[config.mk]
export PLATFORM = sky130hd
export DESIGN_NAME = dsp_drive_ctl
export DESIGN_NICKNAME = d
export VERILOG_FILES = /design/src/rtl/dsp_pkg.sv /design/src/rtl/dsp_sync2.sv /design/src/rtl/dsp_drive_ctl.sv
export SDC_FILE = /design/constraint.sdc
export NUM_CORES = 1
export LEC_CHECK = 0
export BUFFER_PORTS_ARGS = -buffer_cell sky130_fd_sc_hd__buf_2
export CELL_PAD_IN_SITES_DETAIL_PLACEMENT = 2
export CELL_PAD_IN_SITES_GLOBAL_PLACEMENT = 2
export CORE_ASPECT_RATIO = 0.7
export CORE_MARGIN = 4
export CORE_UTILIZATION = 37
export CTS_BUF_LIST = sky130_fd_sc_hd__clkbuf_8
export CTS_CLUSTER_SIZE = 10
export DETAILED_ROUTE_END_ITERATION = 10
export PLACE_DENSITY = 0.85
export SYNTH_ARGS = -nofsm -noshare
export SYNTH_HDL_FRONTEND = slang
export SYNTH_SLANG_ARGS = --single-unit
[constraint.sdc]
create_clock -name pclk -period 2.6 [get_ports pclk]
set_clock_uncertainty 0.05 [all_clocks]
set_input_delay 0.52 -clock pclk [delete_from_list [all_inputs] [get_ports pclk]]
set_output_delay 0.52 -clock pclk [all_outputs]
set_load 0.01 [all_outputs]
[src/rtl/dsp_pkg.sv]
// Purpose: Shared constants for the drive select, protect and sector block
// Assumes: 20 MHz pclk, 32-bit APB register bus
// Notes: Register offsets are byte addresses
package dsp_pkg;
  // Register byte offsets
  localparam logic [7:0] ADDR_CTRL = 8'h00;
  localparam logic [7:0] ADDR_STATUS = 8'h04;
  localparam logic [7:0] ADDR_IRQ_STAT = 8'h08;
  localparam logic [7:0] ADDR_IRQ_CLR = 8'h0C;
  localparam logic [7:0] ADDR_IRQ_EN = 8'h10;

  // Protect scope encodings (CTRL bits 1:0)
  localparam logic [1:0] SCOPE_REMOVABLE = 2'h0;
  localparam logic [1:0] SCOPE_FIXED = 2'h1;
  localparam logic [1:0] SCOPE_ALL = 2'h2;
  localparam logic [1:0] CTRL_RESET = SCOPE_ALL;
  localparam int CTRL_SCOPE_LSB = 0;
  localparam int CTRL_SCOPE_W = 2;

  // Interrupt bits
  localparam int IRQ_W = 4;
  localparam int IRQ_INDEX = 0;
  localparam int IRQ_SECTOR = 1;
  localparam int IRQ_PROTECT = 2;
  localparam int IRQ_READY = 3;

  // STATUS field positions
  localparam int ST_PROTECT = 0;
  localparam int ST_SPEED_OK = 1;
  localparam int ST_HEAD_LOAD = 2;
  localparam int ST_SPINDLE = 3;
  localparam int ST_SELECTED = 4;
  localparam int ST_UNIT_LSB = 8;
  localparam int ST_SECTOR_LSB = 16;

  // Disk indices on the transducer inputs
  localparam int DISK_FIXED = 0;
  localparam int DISK_REMOVABLE = 1;
  localparam int NUM_DISKS = 2;
  localparam int NUM_UNITS = 4;
  localparam int SECTOR_W = 5;
  localparam logic [SECTOR_W-1:0] SECTOR_ZERO = 5'h00;
  localparam logic [SECTOR_W-1:0] SECTOR_MAX = 5'h17;

  // Timing
  localparam int CLK_HZ = 20_000_000;
  localparam int CLK_NS = 1_000_000_000 / CLK_HZ;
  localparam int INDEX_MIN_NS = 1000;
  localparam int INDEX_MIN_CYC = (INDEX_MIN_NS + CLK_NS - 1) / CLK_NS;
  localparam int DATA_WIN_NS = 300;
  localparam int DATA_WIN_CYC = DATA_WIN_NS / CLK_NS;

  typedef enum logic [1:0] {ST_RETRACT, ST_SPIN, ST_LOADED} dsp_start_type;
endpackage

[src/rtl/dsp_sync2.sv]
// Purpose: Two-flop synchroniser for a group of pin inputs
// Assumes: Pins are independent levels
// Notes: First stage is read only by the second
`timescale 1ns/1ns
`default_nettype none
module dsp_sync2 #(
  parameter int W = 1
) (
  input wire logic pclk,
  input wire logic presetn,
  input wire logic [W-1:0] d,
  output logic [W-1:0] q
);
  logic [W-1:0] meta;

  always_ff @(posedge pclk or negedge presetn) begin
    if (!presetn) begin
      meta <= '0;
      q <= '0;
    end else begin
      meta <= d;
      q <= meta;
    end
  end
endmodule
`default_nettype wire

[src/rtl/dsp_drive_ctl.sv]
// Purpose: Read gating, unit select, start-up, write protect and sector counter
// Assumes: All pin inputs asynchronous to pclk; APB register access
// Notes: Operation
// Operation
// - Read path outputs stay quiet while read gate is low.
// - Read pulses split into separate clock and data pulse lines.
// - Unit number from jumper; only that select line is honoured.
// - All interface outputs inactive until selected, except attention.
// - Attention goes out on the line of the configured unit.
// - One index pulse per revolution per disk from the hub slot.
// - Heads load only once lower disk index rate shows speed.
// - Index marks of the selected disk go to the controller.
// - Heads retracted after power-up and while in load position.
// - Entering run spins spindle and runs a brush pass.
// - Start-up sets protect: inhibit write, lamp on, status true.
// - Protect switch press clears protect, lamp and status.
// - Controller protect pulse sets protect again at any time.
// - Protect scope selectable: removable, fixed or all surfaces.
// - Sector marks told apart from index marks on one signal.
// - With option, selected disk sector marks go out and counted.
// - Sector counter gives a five-bit sector number.
// - Counter handles 8 to 24 sectors; fixed disk has 24.
//
// The implementer's own choices: the APB interface to the registers and the register offsets.
`timescale 1ns/1ns
`default_nettype none
module dsp_drive_ctl
  import dsp_pkg::*;
#(
  parameter int SPEED_MAX_CYC = 555_555,
  parameter int BRUSH_CYC = 200_000,
  parameter bit SECTOR_OPT = 1'b1
) (
  input wire logic pclk,
  input wire logic presetn,
  input wire logic psel,
  input wire logic penable,
  input wire logic pwrite,
  input wire logic [7:0] paddr,
  input wire logic [31:0] pwdata,
  output logic [31:0] prdata,
  output logic pready,
  output logic pslverr,
  output logic irq,
  input wire logic read_gate,
  input wire logic read_pulse,
  input wire logic [NUM_UNITS-1:0] unit_sel,
  input wire logic [1:0] unit_jumper,
  input wire logic disk_sel,
  input wire logic [NUM_DISKS-1:0] xdcr,
  input wire logic load_run,
  input wire logic protect_switch,
  input wire logic protect_pulse,
  output logic read_clock,
  output logic read_data,
  output logic [NUM_UNITS-1:0] attention,
  output logic index_out,
  output logic sector_out,
  output logic [SECTOR_W-1:0] sector_count,
  output logic protect_status,
  output logic protect_lamp,
  output logic write_inhibit_removable,
  output logic write_inhibit_fixed,
  output logic spindle_on,
  output logic brush_run,
  output logic head_load,
  output logic heads_retract
);
  localparam int SW = 14;
  localparam int WID_W = $clog2(INDEX_MIN_CYC + 1);
  localparam int WIN_W = $clog2(DATA_WIN_CYC + 1);
  localparam int PER_W = $clog2(SPEED_MAX_CYC + 2);
  localparam int BR_W = $clog2(BRUSH_CYC + 1);
  localparam logic [WID_W-1:0] WID_LIM = WID_W'(INDEX_MIN_CYC);
  localparam logic [WIN_W-1:0] WIN_LIM = WIN_W'(DATA_WIN_CYC);
  localparam logic [PER_W-1:0] PER_LIM = PER_W'(SPEED_MAX_CYC);
  localparam logic [BR_W-1:0] BR_LIM = BR_W'(BRUSH_CYC);

  logic [SW-1:0] pins_s;
  logic rg_s, rp_s, dsel_s, run_s, psw_s, ppl_s;
  logic [NUM_UNITS-1:0] usel_s;
  logic [1:0] jmp_s;
  logic [NUM_DISKS-1:0] xd_s;

  dsp_sync2 #(.W(SW)) i_dsp_sync2 (
    .pclk(pclk),
    .presetn(presetn),
    .d({read_gate, read_pulse, unit_sel, unit_jumper, disk_sel, xdcr, load_run,
        protect_switch, protect_pulse}),
    .q(pins_s)
  );
  assign {rg_s, rp_s, usel_s, jmp_s, dsel_s, xd_s, run_s, psw_s, ppl_s} = pins_s;

  // Previous values for edge detection
  logic rp_d, psw_d, ppl_d;
  logic [NUM_DISKS-1:0] xd_d;
  always_ff @(posedge pclk or negedge presetn) begin
    if (!presetn) begin
      rp_d <= 1'b0;
      psw_d <= 1'b0;
      ppl_d <= 1'b0;
      xd_d <= '0;
    end else begin
      rp_d <= rp_s;
      psw_d <= psw_s;
      ppl_d <= ppl_s;
      xd_d <= xd_s;
    end
  end
  wire rp_rise = rp_s & ~rp_d;
  wire psw_rise = psw_s & ~psw_d;
  wire ppl_rise = ppl_s & ~ppl_d;

  // Unit jumper is static; register it continuously
  logic [1:0] unit;
  always_ff @(posedge pclk or negedge presetn) begin
    if (!presetn) unit <= 2'h0;
    else unit <= jmp_s;
  end
  wire selected = usel_s[unit];

  // Index and sector discrimination by pulse width
  logic [WID_W-1:0] wid [NUM_DISKS];
  logic [NUM_DISKS-1:0] idx_p, sec_p;
  always_ff @(posedge pclk or negedge presetn) begin
    if (!presetn) begin
      for (int i = 0; i < NUM_DISKS; i++) wid[i] <= '0;
      idx_p <= '0;
      sec_p <= '0;
    end else begin
      for (int i = 0; i < NUM_DISKS; i++) begin
        if (xd_s[i] && wid[i] != WID_LIM) wid[i] <= wid[i] + 1'b1;
        else if (!xd_s[i]) wid[i] <= '0;
        idx_p[i] <= ~xd_s[i] & xd_d[i] & (wid[i] == WID_LIM);
        sec_p[i] <= ~xd_s[i] & xd_d[i] & (wid[i] != WID_LIM);
      end
    end
  end

  // Spindle speed from lower disk index period; no valid period while stopped
  logic [PER_W-1:0] period;
  logic speed_ok;
  always_ff @(posedge pclk or negedge presetn) begin
    if (!presetn) begin
      period <= '0;
      speed_ok <= 1'b0;
    end else if (!run_s || idx_p[DISK_FIXED]) begin
      period <= run_s ? '0 : PER_LIM + 1'b1;
      speed_ok <= run_s && (period <= PER_LIM);
    end else if (period > PER_LIM) begin
      speed_ok <= 1'b0;
    end else begin
      period <= period + 1'b1;
    end
  end

  // Start-up sequence
  dsp_start_type state;
  logic [BR_W-1:0] brush_cnt;
  wire start_entry = (state == ST_RETRACT) && run_s;
  always_ff @(posedge pclk or negedge presetn) begin
    if (!presetn) begin
      state <= ST_RETRACT;
      brush_cnt <= '0;
    end else begin
      case (state)
        ST_RETRACT: begin
          brush_cnt <= '0;
          if (run_s) state <= ST_SPIN;
        end
        ST_SPIN: begin
          if (!run_s) state <= ST_RETRACT;
          else if (brush_cnt != BR_LIM) brush_cnt <= brush_cnt + 1'b1;
          else if (speed_ok) state <= ST_LOADED;
        end
        ST_LOADED: begin
          if (!run_s || !speed_ok) state <= ST_RETRACT;
        end
        default: state <= ST_RETRACT;
      endcase
    end
  end
  assign spindle_on = (state != ST_RETRACT);
  assign brush_run = (state == ST_SPIN) && (brush_cnt != BR_LIM);
  assign head_load = (state == ST_LOADED);
  assign heads_retract = ~head_load;

  // Write protect flip-flop; set wins over the switch clear
  logic protect;
  logic [CTRL_SCOPE_W-1:0] scope;
  always_ff @(posedge pclk or negedge presetn) begin
    if (!presetn) protect <= 1'b1;
    else if (start_entry || ppl_rise) protect <= 1'b1;
    else if (psw_rise) protect <= 1'b0;
  end
  assign protect_lamp = protect;
  assign write_inhibit_removable = protect && (scope != SCOPE_FIXED);
  assign write_inhibit_fixed = protect && (scope != SCOPE_REMOVABLE);

  // Sector counter on the selected disk
  logic [SECTOR_W-1:0] sec_cnt;
  always_ff @(posedge pclk or negedge presetn) begin
    if (!presetn) sec_cnt <= SECTOR_ZERO;
    else if (!SECTOR_OPT || idx_p[dsel_s]) sec_cnt <= SECTOR_ZERO;
    else if (sec_p[dsel_s] && sec_cnt != SECTOR_MAX) sec_cnt <= sec_cnt + 1'b1;
  end

  // Read clock/data separation using a data window after each clock
  logic [WIN_W-1:0] win;
  always_ff @(posedge pclk or negedge presetn) begin
    if (!presetn) win <= '0;
    else if (!rg_s) win <= '0;
    else if (rp_rise && win == '0) win <= WIN_LIM;
    else if (win != '0) win <= win - 1'b1;
  end

  // Interface outputs, gated by unit selection except attention
  always_ff @(posedge pclk or negedge presetn) begin
    if (!presetn) begin
      read_clock <= 1'b0;
      read_data <= 1'b0;
      index_out <= 1'b0;
      sector_out <= 1'b0;
      sector_count <= SECTOR_ZERO;
      protect_status <= 1'b0;
      attention <= '0;
    end else begin
      read_clock <= selected && rg_s && rp_rise && (win == '0);
      read_data <= selected && rg_s && rp_rise && (win != '0);
      index_out <= selected && idx_p[dsel_s];
      sector_out <= selected && SECTOR_OPT && sec_p[dsel_s];
      sector_count <= selected ? sec_cnt : SECTOR_ZERO;
      protect_status <= selected && protect;
      attention <= '0;
      attention[unit] <= head_load;
    end
  end

  // APB slave, zero wait states
  wire setup = psel && !penable;
  wire access_wr = psel && penable && pwrite;
  wire mapped = (paddr == ADDR_CTRL) || (paddr == ADDR_STATUS) || (paddr == ADDR_IRQ_STAT)
    || (paddr == ADDR_IRQ_CLR) || (paddr == ADDR_IRQ_EN);
  logic [IRQ_W-1:0] irq_stat, irq_en, irq_ev;
  assign pready = 1'b1;
  assign pslverr = psel && penable && !mapped;

  always_ff @(posedge pclk or negedge presetn) begin
    if (!presetn) scope <= CTRL_RESET;
    else if (access_wr && paddr == ADDR_CTRL)
      scope <= pwdata[CTRL_SCOPE_LSB +: CTRL_SCOPE_W];
  end

  always_ff @(posedge pclk or negedge presetn) begin
    if (!presetn) irq_en <= '0;
    else if (access_wr && paddr == ADDR_IRQ_EN) irq_en <= pwdata[IRQ_W-1:0];
  end

  logic head_load_d;
  always_ff @(posedge pclk or negedge presetn) begin
    if (!presetn) head_load_d <= 1'b0;
    else head_load_d <= head_load;
  end

  always_comb begin
    irq_ev = '0;
    irq_ev[IRQ_INDEX] = idx_p[dsel_s];
    irq_ev[IRQ_SECTOR] = sec_p[dsel_s];
    irq_ev[IRQ_PROTECT] = start_entry || ppl_rise;
    irq_ev[IRQ_READY] = head_load && !head_load_d;
  end

  // Sticky status; a new event wins over a clear in the same cycle
  always_ff @(posedge pclk or negedge presetn) begin
    if (!presetn) irq_stat <= '0;
    else if (access_wr && paddr == ADDR_IRQ_CLR)
      irq_stat <= (irq_stat & ~pwdata[IRQ_W-1:0]) | irq_ev;
    else irq_stat <= irq_stat | irq_ev;
  end
  assign irq = |(irq_stat & irq_en);

  always_ff @(posedge pclk or negedge presetn) begin
    if (!presetn) begin
      prdata <= 32'h0000_0000;
    end else if (setup) begin
      prdata <= 32'h0000_0000;
      case (paddr)
        ADDR_CTRL: prdata[CTRL_SCOPE_LSB +: CTRL_SCOPE_W] <= scope;
        ADDR_STATUS: begin
          prdata[ST_PROTECT] <= protect;
          prdata[ST_SPEED_OK] <= speed_ok;
          prdata[ST_HEAD_LOAD] <= head_load;
          prdata[ST_SPINDLE] <= spindle_on;
          prdata[ST_SELECTED] <= selected;
          prdata[ST_UNIT_LSB +: 2] <= unit;
          prdata[ST_SECTOR_LSB +: SECTOR_W] <= sec_cnt;
        end
        ADDR_IRQ_STAT: prdata[IRQ_W-1:0] <= irq_stat;
        ADDR_IRQ_EN: prdata[IRQ_W-1:0] <= irq_en;
        default: prdata <= 32'h0000_0000;
      endcase
    end
  end

  // Checks
  property p_read_gate_quiet;
    @(posedge pclk) disable iff (!presetn)
      !rg_s |=> !read_clock && !read_data;
  endproperty
  a_read_gate_quiet: assert property (p_read_gate_quiet)
    else $error("read output while read gate low");

  property p_clock_data_split;
    @(posedge pclk) disable iff (!presetn)
      read_clock |-> !read_data ##1 !read_data;
  endproperty
  a_clock_data_split: assert property (p_clock_data_split)
    else $error("data pulse too soon after clock pulse");

  property p_unselected_quiet;
    @(posedge pclk) disable iff (!presetn)
      !selected |=> !index_out && !sector_out && !protect_status && sector_count == SECTOR_ZERO;
  endproperty
  a_unselected_quiet: assert property (p_unselected_quiet)
    else $error("interface active while unselected");

  property p_attention_unit;
    @(posedge pclk) disable iff (!presetn)
      head_load && $stable(unit) |=> attention[unit] && $onehot(attention);
  endproperty
  a_attention_unit: assert property (p_attention_unit)
    else $error("attention not on configured unit line");

  property p_load_needs_speed;
    @(posedge pclk) disable iff (!presetn)
      $rose(head_load) |-> $past(speed_ok) && $past(brush_cnt) == BR_LIM;
  endproperty
  a_load_needs_speed: assert property (p_load_needs_speed)
    else $error("heads loaded before speed or brush done");

  property p_load_retracts;
    @(posedge pclk) disable iff (!presetn)
      !run_s |=> heads_retract && !head_load;
  endproperty
  a_load_retracts: assert property (p_load_retracts)
    else $error("heads not retracted in load position");

  property p_start_protect;
    @(posedge pclk) disable iff (!presetn)
      start_entry |=> protect && spindle_on && write_inhibit_removable | write_inhibit_fixed;
  endproperty
  a_start_protect: assert property (p_start_protect)
    else $error("start-up did not set protect");

  property p_switch_clears;
    @(posedge pclk) disable iff (!presetn)
      psw_rise && !ppl_rise && !start_entry |=> !protect && !protect_lamp;
  endproperty
  a_switch_clears: assert property (p_switch_clears)
    else $error("switch press did not clear protect");

  property p_pulse_sets;
    @(posedge pclk) disable iff (!presetn)
      ppl_rise |=> protect ##1 (protect_status || !$past(selected));
  endproperty
  a_pulse_sets: assert property (p_pulse_sets)
    else $error("protect pulse did not set protect");

  property p_index_clears_count;
    @(posedge pclk) disable iff (!presetn)
      idx_p[dsel_s] |=> sec_cnt == SECTOR_ZERO;
  endproperty
  a_index_clears_count: assert property (p_index_clears_count)
    else $error("sector count not cleared by index");
endmodule
`default_nettype wire

Word level (Yosys, flattened, before mapping)
Index checks and enable logic that the tools add are counted.

Bits in registers: 136. Bits of input ports: 59. Output and inout port bits: 56. Logic and storage cells: 175.

Add/sub/neg operators: 6. Magnitude comparators: 5. Equal/unequal tests: 23. Mux-type cells: 40. Bitwise logic cells: 21. Reductions and logical operators: 50.

Operators with widths (count): $mux W20 (3); $mux W5 (8); $mux W18 (2); $pmux W18 S2 (1); $logic_and A1 B1 Y1 (25); $add A20 B1 Y20 const B (1); $gt A20 B20 Y1 const B (1); $le A20 B20 Y1 const B (1); $add A18 B1 Y18 const B (1); $ne A18 B18 Y1 const B (1); $eq A8 B4 Y1 const B (2); $add A5 B1 Y5 const B (3); $ne A5 B5 Y1 const B (3); $and A4 B4 Y4 (3); $mux W2 (6); $pmux W2 S3 (2); $reduce_bool A2 Y1 (6); $mux W1 (11); $eq A5 B5 Y1 const B (2); $and A1 B1 Y1 (9); $mux W3 (3); $ne A3 B3 Y1 const B (3); $eq A8 B3 Y1 const B (1); $eq A8 B5 Y1 const B (1); 24 further kinds (46).

Depth between registers and ports, before layout
Depth after elaboration: 7. Gate-level depth with buffers: 7. Gate-level depth less buffers: 7.

Cells and area by module
A second synthesis with hierarchy kept.

Cells, all modules: 538. Area total of the unflattened synthesis: 6033.3 µm².

By module, submodules not included: dsp_drive_ctl (instances 1, cells each 510, area each 5332.6 µm², seq. area each 2705.1 µm²); dsp_sync2 (instances 1, cells each 28, area each 700.7 µm², seq. area each 700.7 µm²).

Worst setup path before layout
No wires, ideal clock.

Path kind: input-to-output. From: input port paddr[5]. To: output port pslverr. Data arrival time: 1.589 ns. Required time: 2.030 ns. Path slack: 0.441 ns. Stages: 4. Path buffers: 0. Cell sequence: nor4_1 -> or3b_2 -> nor2b_1 -> nor3_1.

Word-level cells in the longest chain between the ends: 7. Elaborated cells on any way between the ends: 11. Classes of those cells: eq/ne (4); reduce/logical (7).

Ends and longest elaborated chain: start, declared (RTL line dsp_drive_ctl.sv:39) `input wire logic [7:0] paddr,`; $eq A8 B3 Y1 / $logic_not A8 Y1 (equally long branches) (RTL line dsp_drive_ctl.sv:242) `wire mapped = (paddr == ADDR_CTRL) || (paddr == ADDR_STATUS) || (paddr == ADDR_IRQ_STAT)`; $logic_or A1 B1 Y1 (2 in series) (RTL line dsp_drive_ctl.sv:242); $logic_or A1 B1 Y1 (RTL line dsp_drive_ctl.sv:243) `|| (paddr == ADDR_IRQ_CLR) || (paddr == ADDR_IRQ_EN);`; $logic_or A1 B1 Y1 * (RTL line dsp_drive_ctl.sv:243); $logic_not A1 Y1 * (RTL line dsp_drive_ctl.sv:246) `assign pslverr = psel && penable && !mapped;`; $logic_and A1 B1 Y1 * (RTL line dsp_drive_ctl.sv:246); end, declared (RTL line dsp_drive_ctl.sv:43) `output logic pslverr,`.

Mark *: on every way between the ends. The rest lies on a longest branch, timed or not.

Worst setup path after layout
Same ends and word-level chain as after synthesis.

==> results_dict.tcl <==
set metrics [dict create \
    outcome "finished, violations left" \
    violations "hold timing" \
    ctsHoldBuffers 0 \
    worstMarginPinSlew_ps 830 \
    overflow 0 \
    setup_slack_ps 129 \
    io_buffers 65 \
    ys_top_cells_by_count "dfrtp_1, nand2_1, nor2_1, o21ai_0" \
    synth_top_area_share_pct 55.7 \
    grt_util_met2_pct 33.1 \
    synth-main-ff-cell "dfrtp_1" \
    grt_util_all_layers_pct 19.7 \
    dieWidth_um 160 \
    synthTopCellsByArea "dfrtp_1, nand2_1, buf_4" \
    cts_tree "done" \
    synthCells 550 \
    drive_gt1_share_pct 21.2 \
    grt_pass1_wl_um 28700 \
    final_hold_viol_count 13 \
    dr.pass1.iters 4 \
    crit_path_end_kind "output pin" \
    drt_iter0_markers 185 \
    synth_edf_count 0 \
    p_sw_share_pct 28.5 \
    pwr-share-comb_pct 10.7 \
    diodes 0 \
    fin_crit_sh_pct 95.0 \
    finalSetupViolCount 0 \
    clk_pin_slew_worst_paths_ps 90 \
    timing.slew.headroom_pct 44.3 \
    fin_tns_setup_ps 0 \
    dieHeight_um 115 \
    crit_path_start_kind "input pin" \
    drv_slew 0 \
    grt_max_degree 63 \
    layout.nets 699 \
    use_met3_pct 5.65 \
    core_area_um2 15700 \
    vias_per_cell 5.30 \
    htreeDepth 4 \
    p_int_w 0.00332 \
    cts_num_sinks 136 \
    hold_class "input pin to async pin" \
    path_common_cell "buf_2" \
    start_util_pct 38.2 \
    yosys_register_bits 136 \
    min_period_ps 2470 \
    clkPwrFrac_pct 38.3 \
    syn_to_final_growth_pct 16.4 \
    cts_max_path_buffers 2 \
    place_congestion 0.768 \
    synth.distinct_cells 59 \
    hold_slack_ps -21.9 \
    crit_chain "buf_2, nor4_1, or3b_2, nor2b_1, nor3_1, buf_2" \
    wl_per_cell_um 20.8 \
    critical_path.max_fanout 3 \
    critPathKind "input pin to output pin" \
    root_buffer "clkbuf_8" \
    worstReg2RegStart "period[16]" \
    cp_data_required_time_ps 2030 \
    powerDensity_nw_per_um2 663 \
    leakage_nw 3.25 \
    p_switching_w 0.00133 \
    fp-row-count 38 \
    async_flop_share_pct 100 \
    ant_nets 0 \
    grt_antenna_before_repair 0 \
    boundaryPins 115 \
    ff2ff_setup_slack_ps 240 \
    drc_errors 0 \
    die_area_um2 18400 \
    use_met1_pct 25.5 \
    post-place-ws_ps 108 \
    cpMaxStageDelayCell "or3b_2" \
    critPathMaxStageDelay_ps 530 \
    rr_endpoint "period[6]" \
    yosysWarnings 0 \
    worstPathArrival_ps 1900 \
    cts_buffers 17 \
    grt_pass1_vias 5163 \
    post-synth-top-count-cell "dfrtp_1" \
    max-cap-violations 0 \
    clk_latency_ps 450 \
    netlist_area_um2 6020 \
    yosysTopAreaCell "dfrtp_1" \
    hpwl_um 12600 \
    grt_busiest_layer "met2" \
    ys_seq_area_share_pct 56.6 \
    num_vias 4576 \
    pwr-share-seq_pct 51.0 \
    avgSynthCellArea_um2 10.9 \
    irDropWorstVdd_mv 0.273 \
    max_freq_ghz 0.405 \
    worstRegToRegCells 6 \
    wl_um 18000 \
]
layer usage:
layer  share of wire, %  up-vias
met5                  0        -
met4                1.2        0
met3                4.9       15
met2                 49      107
met1                 44     2396
li1                   -     2058
worst max-delay path by stage:
stage / from / endpoint / depth (start not counted)
finish: paddr[5] / pslverr / 6
global route: brush_cnt[4] / brush_run / 5
CTS: brush_cnt[4] / brush_run / 5
detailed placement: paddr[5] / irq_en[1] / 7
global placement: paddr[5] / pslverr / 6
floorplan: paddr[5] / pslverr / 4
kinds of logic (layout without fill, tap and decap cells):
| family | after synthesis | after routing | share of synthesized area (%) |
|---|---|---|---|
| AO/OA/AOI/OAI | 91 | 91 | 9.75 |
| XOR/XNOR | 21 | 21 | 3.06 |
| adder cells (fa/ha/maj) | 10 | 10 | 2.08 |
| buffers and inverters | 50 | 124 | 4.62 |
| flip-flops | 136 | 136 | 56.6 |
| multiplexers | 17 | 17 | 3.22 |
| other | 2 | 21 | 0.125 |
| AND/OR/NAND/NOR | 223 | 223 | 20.6 |
through the flow:
step | std cells | instance area (um^2) | power (W) | util, % | hold slack, ps
floorplan | 569 | 6090 | 0.00267 | - | 174
global placement | 829 | 6570 | 0.00283 | 41.7 | 281
detailed placement | 829 | 6570 | 0.00291 | 41.7 | 286
CTS | 861 | 6970 | 0.00469 | 44.3 | 2.10
global route | 863 | 7010 | 0.00488 | 44.5 | 13.1
finish | 863 | 7010 | 0.00465 | 44.5 | -21.9
power by group through the flow:
stage | clock network, W | logic [W] | registers [W]
2_1_floorplan | 0 | 0.000294 | 0.00238
3_3_place_gp | 0 | 0.000436 | 0.00239
3_5_place_dp | 0 | 0.000495 | 0.00241
4_1_cts | 0.00181 | 0.000501 | 0.00237
5_1_grt | 0.00192 | 0.000566 | 0.00239
6_report | 0.00178 | 0.000498 | 0.00237
worst max-delay path: cells and delay by family:
kind / cells / cell delay (ps)
simple gates: 4 / 1160
buf+inv: 2 / 240
sequential cells by signal, summed over array words and instances (netlist names), 2 cells and up:
| register | cells |
|---|---|
| attention | 4 |
| sector_count | 5 |
| sec_p | 2 |
| period | 20 |
| state | 2 |
| win | 3 |
| scope | 2 |
| irq_stat | 4 |
| i_dsp_sync2.meta | 14 |
| sec_cnt | 5 |
| brush_cnt | 18 |
| irq_en | 4 |
| xd_d | 2 |
| prdata | 12 |
| unit | 2 |
| wid | 10 |
| i_dsp_sync2.q | 14 |
| idx_p | 2 |
final cells by class:
class | instances | area (um^2)
Inverter | 13 | 48.8
Clock buffer | 18 | 248
Multi-Input combinational cell | 383 | 2430
Tap cell | 220 | 275
Clock inverter | 14 | 149
Sequential cell | 136 | 3410
Timing Repair Buffer | 79 | 449
Fill cell | 1619 | 8730
layout by cell type (no fill, tap or decap), types with 7 or more instances in the layout:
master    count
a21oi_1      21
a22o_1        8
and2_1       17
and3_1        9
buf_2        64
buf_4        13
clkbuf_8     18
conb_1       21
dfrtp_1     132
ha_1         10
inv_1        14
mux2_2        9
mux2i_1       7
nand2_1      47
nand2b_1      7
nand3_1      20
nand4_1      10
nor2_1       32
nor2b_1      18
nor3_1       11
o21ai_0      28
or3_1        11
or4_1         7
xnor2_1      15
what timing repair did:
action / in CTS / in global routing
resized for setup: 1 / 5
hold endpoints to repair: 0 / 0
buffers inserted: 0 / 2
pin swaps: 0 / 2
gates cloned: 0 / 0
setup endpoints to repair: 1 / 1
Power figures use the tool's default switching activity.
